<file path="src/hw/dev_code_pkg.sv">
// Package for the request device-code decoder.
// Assumes one 100 MHz clock and an upstream frame parser supplying requests.
package dev_code_pkg;

  // ****************************************************************
  // Frame and code constants
  // ****************************************************************
  localparam logic [1:0] FRAME_3E = 2'h1;
  localparam logic [7:0] ASCII_SPACE = 8'h20;

  localparam logic [7:0] CODE_SPECIAL_RELAY = 8'h91;
  localparam logic [7:0] CODE_SPECIAL_REGISTER = 8'ha9;
  localparam logic [7:0] CODE_INPUT = 8'h9c;
  localparam logic [7:0] CODE_OUTPUT = 8'h9d;
  localparam logic [7:0] CODE_INTERNAL_RELAY = 8'h90;
  localparam logic [7:0] CODE_ANNUNCIATOR = 8'h93;
  localparam logic [7:0] CODE_LINK_RELAY = 8'ha0;
  localparam logic [7:0] CODE_GENERAL_REGISTER = 8'ha8;
  localparam logic [7:0] CODE_LINK_REGISTER = 8'hb4;
  localparam logic [7:0] CODE_MOTION_REGISTER = 8'he0;

  // ASCII names: first and second characters (second may be a space)
  localparam logic [15:0] ASC_SPECIAL_RELAY = 16'h534d;
  localparam logic [15:0] ASC_SPECIAL_REGISTER = 16'h5344;
  localparam logic [7:0] ASC_INPUT = 8'h58;
  localparam logic [7:0] ASC_OUTPUT = 8'h59;
  localparam logic [7:0] ASC_INTERNAL_RELAY = 8'h4d;
  localparam logic [7:0] ASC_ANNUNCIATOR = 8'h46;
  localparam logic [7:0] ASC_LINK_RELAY = 8'h42;
  localparam logic [7:0] ASC_GENERAL_REGISTER = 8'h44;
  localparam logic [7:0] ASC_LINK_REGISTER = 8'h57;
  localparam logic [7:0] ASC_MOTION_REGISTER = 8'h23;

  // ****************************************************************
  // Area upper limits (last valid number)
  // ****************************************************************
  localparam logic [23:0] MAX_SPECIAL = 24'd2255;
  localparam logic [23:0] MAX_IO = 24'h001fff;
  localparam logic [23:0] MAX_INTERNAL_RELAY = 24'd12287;
  localparam logic [23:0] MAX_ANNUNCIATOR = 24'd2047;
  localparam logic [23:0] MAX_LINK = 24'h001fff;
  localparam logic [23:0] MAX_GENERAL = 24'd8191;
  localparam logic [23:0] MAX_GENERAL_ADV = 24'd19823;
  localparam logic [23:0] MAX_MOTION = 24'd12287;

  // ****************************************************************
  // Error codes
  // ****************************************************************
  localparam logic [15:0] ERR_NONE = 16'h0000;
  localparam logic [15:0] ERR_RANGE = 16'hc056;
  localparam logic [15:0] ERR_DEVICE = 16'hc05b;
  localparam logic [15:0] ERR_FRAME = 16'hc059;

  typedef enum logic [3:0] {
    AREA_NONE = 4'h0,
    AREA_SPECIAL_RELAY = 4'h1,
    AREA_SPECIAL_REGISTER = 4'h2,
    AREA_INPUT = 4'h3,
    AREA_OUTPUT = 4'h4,
    AREA_INTERNAL_RELAY = 4'h5,
    AREA_ANNUNCIATOR = 4'h6,
    AREA_LINK_RELAY = 4'h7,
    AREA_GENERAL_REGISTER = 4'h8,
    AREA_LINK_REGISTER = 4'h9,
    AREA_MOTION_REGISTER = 4'ha
  } area_t;

  typedef struct packed {
    logic [1:0] frame;
    logic ascii;
    logic [7:0] code;
    logic [15:0] name;
    logic [23:0] start;
    logic [15:0] points;
  } dev_req_t;

  typedef struct packed {
    area_t area;
    logic [23:0] start;
    logic [15:0] points;
    logic ok;
    logic [15:0] err;
  } dev_rsp_t;

endpackage

</file>
<file path="src/hw/device_code_decoder.sv">
// Device-code decoder for host request messages.
// Assumes a parsed request (frame, code or ASCII name, start, points) as a
// one-cycle valid pulse; verdict follows two cycles later.
// Requests may come every cycle; nothing stalls.
// What this block does
// - Code 9Ch: input area, hex 0..1FFF
// - Code 9Dh: output area, hex 0..1FFF
// - ASCII second character may be space
// - Code A8h: general registers 0..8191 or 19823
// - Only 3E frames accepted
// - Code E0h: motion registers 0..12287
// - Code 90h: internal relays 0..12287
// - Codes 91h/A9h: special areas 0..2255
// - 93h annunciator; A0h/B4h link areas
// - Start plus points beyond range: C056H
`timescale 1ns/1ps
module device_code_decoder
  import dev_code_pkg::*;
(
  input wire logic ref_clk_i,
  input wire logic rst_b_i,
  input wire logic req_valid_i,
  input wire dev_req_t req_i,
  input wire logic adv_sync_i,
  output logic rsp_valid_o,
  output dev_rsp_t rsp_o
);

  // ****************************************************************
  // Code decode functions
  // ****************************************************************
  // Binary codes; anything not listed decodes to no area
  function automatic area_t bin_area(input logic [7:0] code);
    area_t a;
    a = AREA_NONE;
    case (code)
      CODE_SPECIAL_RELAY: a = AREA_SPECIAL_RELAY;
      CODE_SPECIAL_REGISTER: a = AREA_SPECIAL_REGISTER;
      CODE_INPUT: a = AREA_INPUT;
      CODE_OUTPUT: a = AREA_OUTPUT;
      CODE_INTERNAL_RELAY: a = AREA_INTERNAL_RELAY;
      CODE_ANNUNCIATOR: a = AREA_ANNUNCIATOR;
      CODE_LINK_RELAY: a = AREA_LINK_RELAY;
      CODE_GENERAL_REGISTER: a = AREA_GENERAL_REGISTER;
      CODE_LINK_REGISTER: a = AREA_LINK_REGISTER;
      CODE_MOTION_REGISTER: a = AREA_MOTION_REGISTER;
      default: a = AREA_NONE;
    endcase
    return a;
  endfunction

  // Name is first character, then second character
  function automatic area_t ascii_area(input logic [15:0] name);
    area_t a;
    logic one_char;
    a = AREA_NONE;
    one_char = (name[7:0] == ASCII_SPACE);
    // Two-letter names must match in full
    if (name == ASC_SPECIAL_RELAY)
      a = AREA_SPECIAL_RELAY;
    else if (name == ASC_SPECIAL_REGISTER)
      a = AREA_SPECIAL_REGISTER;
    // One-letter names: the letter, then a space
    else if (one_char)
    begin
      case (name[15:8])
        ASC_INPUT: a = AREA_INPUT;
        ASC_OUTPUT: a = AREA_OUTPUT;
        ASC_INTERNAL_RELAY: a = AREA_INTERNAL_RELAY;
        ASC_ANNUNCIATOR: a = AREA_ANNUNCIATOR;
        ASC_LINK_RELAY: a = AREA_LINK_RELAY;
        ASC_GENERAL_REGISTER: a = AREA_GENERAL_REGISTER;
        ASC_LINK_REGISTER: a = AREA_LINK_REGISTER;
        ASC_MOTION_REGISTER: a = AREA_MOTION_REGISTER;
        default: a = AREA_NONE;
      endcase
    end
    return a;
  endfunction

  // ****************************************************************
  // Verdict helper functions
  // ****************************************************************

  // Only one frame format is served on this port
  function automatic logic frame_ok(input logic [1:0] frame);
    return frame == FRAME_3E;
  endfunction

  // One bit wider than the start number, so a large point count cannot
  // wrap round and slip under the limit
  function automatic logic over_range(
    input logic [23:0] first,
    input logic [15:0] count,
    input logic [23:0] last
  );
    logic [24:0] end_excl;
    logic [24:0] end_max;
    end_excl = {1'b0, first} + {9'h000, count};
    end_max = {1'b0, last} + 25'h0000001;
    return end_excl > end_max;
  endfunction

  // Error code by priority: frame first, then device code, then range;
  // a request with no area never reaches the range check
  function automatic logic [15:0] verdict(
    input logic frame_good,
    input area_t area,
    input logic too_far
  );
    logic [15:0] err;
    err = ERR_NONE;
    if (!frame_good)
      err = ERR_FRAME;
    else if (area == AREA_NONE)
      err = ERR_DEVICE;
    else if (too_far)
      err = ERR_RANGE;
    return err;
  endfunction

  // ****************************************************************
  // Stage 1: decode
  // ****************************************************************
  logic s1_valid_q;
  area_t s1_area_q;
  logic s1_frame_ok_q;
  logic [23:0] s1_start_q;
  logic [15:0] s1_points_q;
  area_t area_d;
  // Last valid number of the area, good in the cycle after a request
  logic [23:0] limit;

  // Binary or ASCII form of the name selects one area
  always_comb
  begin
    area_d = req_i.ascii ? ascii_area(req_i.name) : bin_area(req_i.code);
  end

  // Valid runs every cycle so that an idle cycle clears it
  always_ff @(posedge ref_clk_i or negedge rst_b_i)
  begin
    if (!rst_b_i)
      s1_valid_q <= 1'b0;
    else
      s1_valid_q <= req_valid_i;
  end

  // Payload is taken only with a request and held otherwise
  always_ff @(posedge ref_clk_i or negedge rst_b_i)
  begin
    if (!rst_b_i)
    begin
      s1_area_q <= AREA_NONE;
      s1_frame_ok_q <= 1'b0;
      s1_start_q <= 24'h000000;
      s1_points_q <= 16'h0000;
    end
    else if (req_valid_i)
    begin
      s1_area_q <= area_d;
      s1_frame_ok_q <= frame_ok(req_i.frame);
      s1_start_q <= req_i.start;
      s1_points_q <= req_i.points;
    end
  end

  // The table is addressed with this cycle's decode and registers on the
  // same edge as stage 1, so limit belongs to s1_area_q only in the cycle
  // after a request; stage 2 uses it only then
  area_limit_rom u_limit (
    .ref_clk_i(ref_clk_i),
    .rst_b_i(rst_b_i),
    .area_i(area_d),
    .adv_sync_i(adv_sync_i),
    .limit_o(limit)
  );

  // ****************************************************************
  // Stage 2: range check and verdict
  // ****************************************************************
  logic range_bad;
  dev_rsp_t rsp_d;
  // Answer register: rsp_valid_q pulses once per request
  dev_rsp_t rsp_q;
  logic rsp_valid_q;

  always_comb
  begin
    range_bad = over_range(s1_start_q, s1_points_q, limit);
    rsp_d.start = s1_start_q;
    rsp_d.points = s1_points_q;
    rsp_d.err = verdict(s1_frame_ok_q, s1_area_q, range_bad);
    rsp_d.ok = (rsp_d.err == ERR_NONE);
    // A refused request names no area, so nothing downstream touches one
    rsp_d.area = rsp_d.ok ? s1_area_q : AREA_NONE;
  end

  // One answer pulse per request, one edge after stage 1 takes it
  always_ff @(posedge ref_clk_i or negedge rst_b_i)
  begin
    if (!rst_b_i)
      rsp_valid_q <= 1'b0;
    else
      rsp_valid_q <= s1_valid_q;
  end

  // The answer holds until the next answer replaces it
  always_ff @(posedge ref_clk_i or negedge rst_b_i)
  begin
    if (!rst_b_i)
      rsp_q <= '0;
    else if (s1_valid_q)
      rsp_q <= rsp_d;
  end

  // ****************************************************************
  // Outputs
  // ****************************************************************
  assign rsp_valid_o = rsp_valid_q;
  assign rsp_o = rsp_q;

endmodule

</file>
<file path="src/hw/area_limit_rom.sv">
// Area limit table: maps area to last valid number, registered output.
// Assumes synchronous use from the decoder one cycle ahead of the check.
`timescale 1ns/1ps
module area_limit_rom
  import dev_code_pkg::*;
(
  input wire logic ref_clk_i,
  input wire logic rst_b_i,
  input wire area_t area_i,
  input wire logic adv_sync_i,
  output logic [23:0] limit_o
);

  logic [23:0] limit_d;
  logic [23:0] limit_q;

  always_comb
  begin
    limit_d = 24'h000000;
    case (area_i)
      AREA_SPECIAL_RELAY, AREA_SPECIAL_REGISTER: limit_d = MAX_SPECIAL;
      AREA_INPUT, AREA_OUTPUT: limit_d = MAX_IO;
      AREA_INTERNAL_RELAY: limit_d = MAX_INTERNAL_RELAY;
      AREA_ANNUNCIATOR: limit_d = MAX_ANNUNCIATOR;
      AREA_LINK_RELAY, AREA_LINK_REGISTER: limit_d = MAX_LINK;
      AREA_GENERAL_REGISTER: limit_d = adv_sync_i ? MAX_GENERAL_ADV : MAX_GENERAL;
      AREA_MOTION_REGISTER: limit_d = MAX_MOTION;
      default: limit_d = 24'h000000;
    endcase
  end

  always_ff @(posedge ref_clk_i or negedge rst_b_i)
  begin
    if (!rst_b_i)
      limit_q <= 24'h000000;
    else
      limit_q <= limit_d;
  end

  assign limit_o = limit_q;

endmodule

</file>
<file path="config.mk">
export PLATFORM = sky130hd
export DESIGN_NAME = device_code_decoder
export DESIGN_NICKNAME = d
export VERILOG_FILES = /design/src/hw/dev_code_pkg.sv /design/src/hw/device_code_decoder.sv /design/src/hw/area_limit_rom.sv
export SDC_FILE = /design/constraint.sdc
export NUM_CORES = 1
export LEC_CHECK = 0
export BUFFER_PORTS_ARGS = -buffer_cell sky130_fd_sc_hd__clkbuf_2
export CORE_UTILIZATION = 29
export CTS_CLUSTER_DIAMETER = 30
export CTS_CLUSTER_SIZE = 24
export DETAILED_ROUTE_END_ITERATION = 8
export GPL_ROUTABILITY_DRIVEN = 0
export HOLD_SLACK_MARGIN = 0.1
export PLACE_DENSITY = 0.56
export SETUP_SLACK_MARGIN = 0.3
export SYNTH_ARGS = -nofsm -noshare
export SYNTH_HDL_FRONTEND = slang
export SYNTH_HIERARCHICAL = 1
export SYNTH_SLANG_ARGS = --single-unit
</file>
<file path="constraint.sdc">
create_clock -name ref_clk_i -period 4.98 [get_ports ref_clk_i]
set_input_delay 0.498 -clock ref_clk_i [delete_from_list [all_inputs] [get_ports ref_clk_i]]
set_output_delay 0.498 -clock ref_clk_i [all_outputs]
set_load 0.05 [all_outputs]
</file>
==> results_dict.tcl <==
set metrics [dict create \
    end_kind "flip-flop" \
    cpMostUsedCell "ha_1" \
    dr_total_vias 4864 \
    ys_warn_count 6 \
    synth_top_area_share_pct 40.0 \
    synth_area_mm2 0.00651 \
    drive_gt1_share_pct 33.7 \
    critPathMaxFanout 7 \
    grt-ovfl-total 0 \
    fin_crit_sh_pct 81.9 \
    maxSlewViolCount 0 \
    postCtsHoldBufs 0 \
    relSlewSlack_pct 31.7 \
    layout_min_cycle_time_ps 4080 \
    placed_cell_area_mm2 0.00727 \
    async_flop_share_pct 100 \
    finalHoldViolations 0 \
    cts_num_sinks 104 \
    yosysTopAreaCell "dfrtp_1" \
    grt_pass1_wl_um 24200 \
    coreArea_mm2 0.0219 \
    worst_pin_slew_ps 1010 \
    crit_buf_inv 0 \
    cts_made_buffers 9 \
    synth_seq_area_share_pct 40.0 \
    portBuffers 124 \
    start_util_pct 29.7 \
    cts_tree "yes" \
    io_pins 133 \
    syn_to_final_growth_pct 16.7 \
    max_freq_ghz 0.245 \
    ir_worst_vdd_mv 0.156 \
    power.leakage_nw 3.36 \
    hpwlAfterDp_um 11200 \
    synthTopCellsByCount "dfrtp_1 (104), mux2_2 (83), ha_1 (42)" \
    drt_pre_antenna_iters 4 \
    wl_per_cell_um 14.6 \
    synth_seq_cells 104 \
    htreeDepth 3 \
    grt_pass1_vias 4720 \
    multi_input_area_mm2 0.00359 \
    grt_max_degree 67 \
    n_antenna_cell 0 \
    synthCells 619 \
    tns_ps 0 \
    path_cells "ha_1 > fa_1 > a21o_1 > a221oi_2 > o21ai_1 > nand4bb_1 > nand2_1 > and3_1 > ha_1 > nand4_1 > nor4_1 > o31ai_1 > a21oi_1 > o32ai_1" \
    postSynthAreaPerCell_um2 10.5 \
    critPathLaunchType "flip-flop" \
    chipWidth_um 152 \
    critPathTopFamily "compound AO/OA/AOI/OAI gates" \
    antenna_found_initial 0 \
    post_cts_buffers 0 \
    num_rows 54 \
    cts_resized 0 \
    dr.first_iter.drc_count 206 \
    die_area_mm2 0.0231 \
    postRouteAntennaNets 0 \
    crit_required_ps 5210 \
    power.density_mw_per_mm2 344 \
    path_class "reg -> reg" \
    synth_edf_count 0 \
    clkTransAtPathRegs_ps 90 \
    synth_ff_type "dfrtp_1" \
    synth_most_common_cell "dfrtp_1" \
    drv_cap 0 \
    drc 0 \
    hp-class "in -> async" \
    synth.top_cells.by_area "dfrtp_1 (40%), mux2_2 (14%), ha_1 (8.1%), xor2_1 (3.5%), buf_4 (3.2%)" \
    setup_viol_count_final 0 \
    fillers 2266 \
    finalClockSkew_ps 18.7 \
    grt_usage_pct 13.1 \
    fin_nets 841 \
    die_y_um 152 \
    rsz0062_at_grt "false" \
    seqCellArea_mm2 0.00260 \
    routed_wl_um 14700 \
    crit_arrival_ps 4320 \
    fin_util_pct 34.7 \
    avgViaCountPerCell 4.81 \
    insertion_delay_ps 360 \
    status "complete, no violations" \
    fin_area_mm2 0.00759 \
    p_total_mw 2.61 \
    crit_path_max_incr_delay_ps 520 \
    cts_buffer_depth 2 \
    synth_cell_types 67 \
    root_buffer "clkbuf_16" \
    cp_slowest_cell "a21oi_1" \
]
where the power goes:
group | internal, mW | switching (mW) | total, mW
registers | 0.929 | 0.0675 | 0.997
logic | 0.316 | 0.519 | 0.835
clock network | 0.407 | 0.372 | 0.779
total | 1.65 | 0.959 | 2.61
metal layers:
metal | vias up | wire length [µm] | track usage (%)
li1 | 2413 | - | -
met1 | 2321 | 7120 | 17.8
met2 | 117 | 6730 | 20.7
met3 | 13 | 644 | 2.65
met4 | 0 | 233 | 4.62
met5 | - | 0 | 0
sequential cells by signal, summed over array words and instances, names as in the netlist:
register	cells
rsp_o	49
rsp_valid_o	1
s1_area_q	4
s1_frame_ok_q	1
s1_points_q	16
s1_start_q	24
s1_valid_q	1
u_limit/limit_o	8
per-stage QoR:
step / hold slack [ps] / instances / setup slack, ps
finish: 219 / 1012 / 899
global route: 280 / 1012 / 519
CTS: 252 / 1012 / 881
detailed placement: 495 / 996 / 881
global placement: 489 / 996 / 1040
floorplan: 202 / 634 / 1530
final timing paths:
check,end,slack (ps),cells after the start,startpoint
max in group asynchronous,s1_valid_q$_DFF_PN0_,3690,2,rst_b_i
hold / removal,rsp_o[21]$_DFFE_PN0P_,220,1,rst_b_i
min in group ref_clk_i,s1_start_q[7]$_DFFE_PN0P_,360,2,req_i[23]
setup / recovery,rsp_o[59]$_DFFE_PN0P_,900,14,s1_points_q[0]$_DFFE_PN0P_
setup reg to reg,rsp_o[59]$_DFFE_PN0P_,900,14,s1_points_q[0]$_DFFE_PN0P_
hold reg to reg,rsp_o[34]$_DFFE_PN0P_,510,1,rsp_o[34]$_DFFE_PN0P_
layout by cell type, fill, tap and decap left out, types with 4 or more instances in the layout:
master,instances
a21o_1,10
a21oi_1,36
a31oi_1,4
and3_1,9
buf_4,5
clkbuf_16,9
clkbuf_2,123
conb_1,17
dfrtp_1,103
ha_1,42
inv_1,21
mux2_2,83
mux2i_1,4
nand2_1,41
nand2b_1,4
nand3_1,21
nand4_1,14
nor2_1,30
nor2b_1,6
o21ai_0,12
o21ai_1,7
o22ai_1,4
o32ai_1,5
or2_2,6
xnor2_1,22
xor2_1,26
area by class of cell:
class | instances | area share [%]
clock buffer | 9 | 2.97
clock inverter | 7 | 1.25
inverter | 21 | 1.04
multi-input combinational | 463 | 47.2
sequential | 104 | 34.3
tap | 280 | 4.61
timing repair buffer | 128 | 8.60
logic make-up (layout without fill, tap and decap cells):
group	Yosys count	after routing	synth area share, %
simple gates	160	160	13.2
mux	87	87	15.0
other cells	2	17	0.115
xor+xnor	48	48	6.46
compound gates	108	108	11.0
fa+ha+maj	43	43	8.38
flops	104	104	40.0
buf+inv	67	165	5.88
Note: power is estimated with default switching activity, not from simulation.
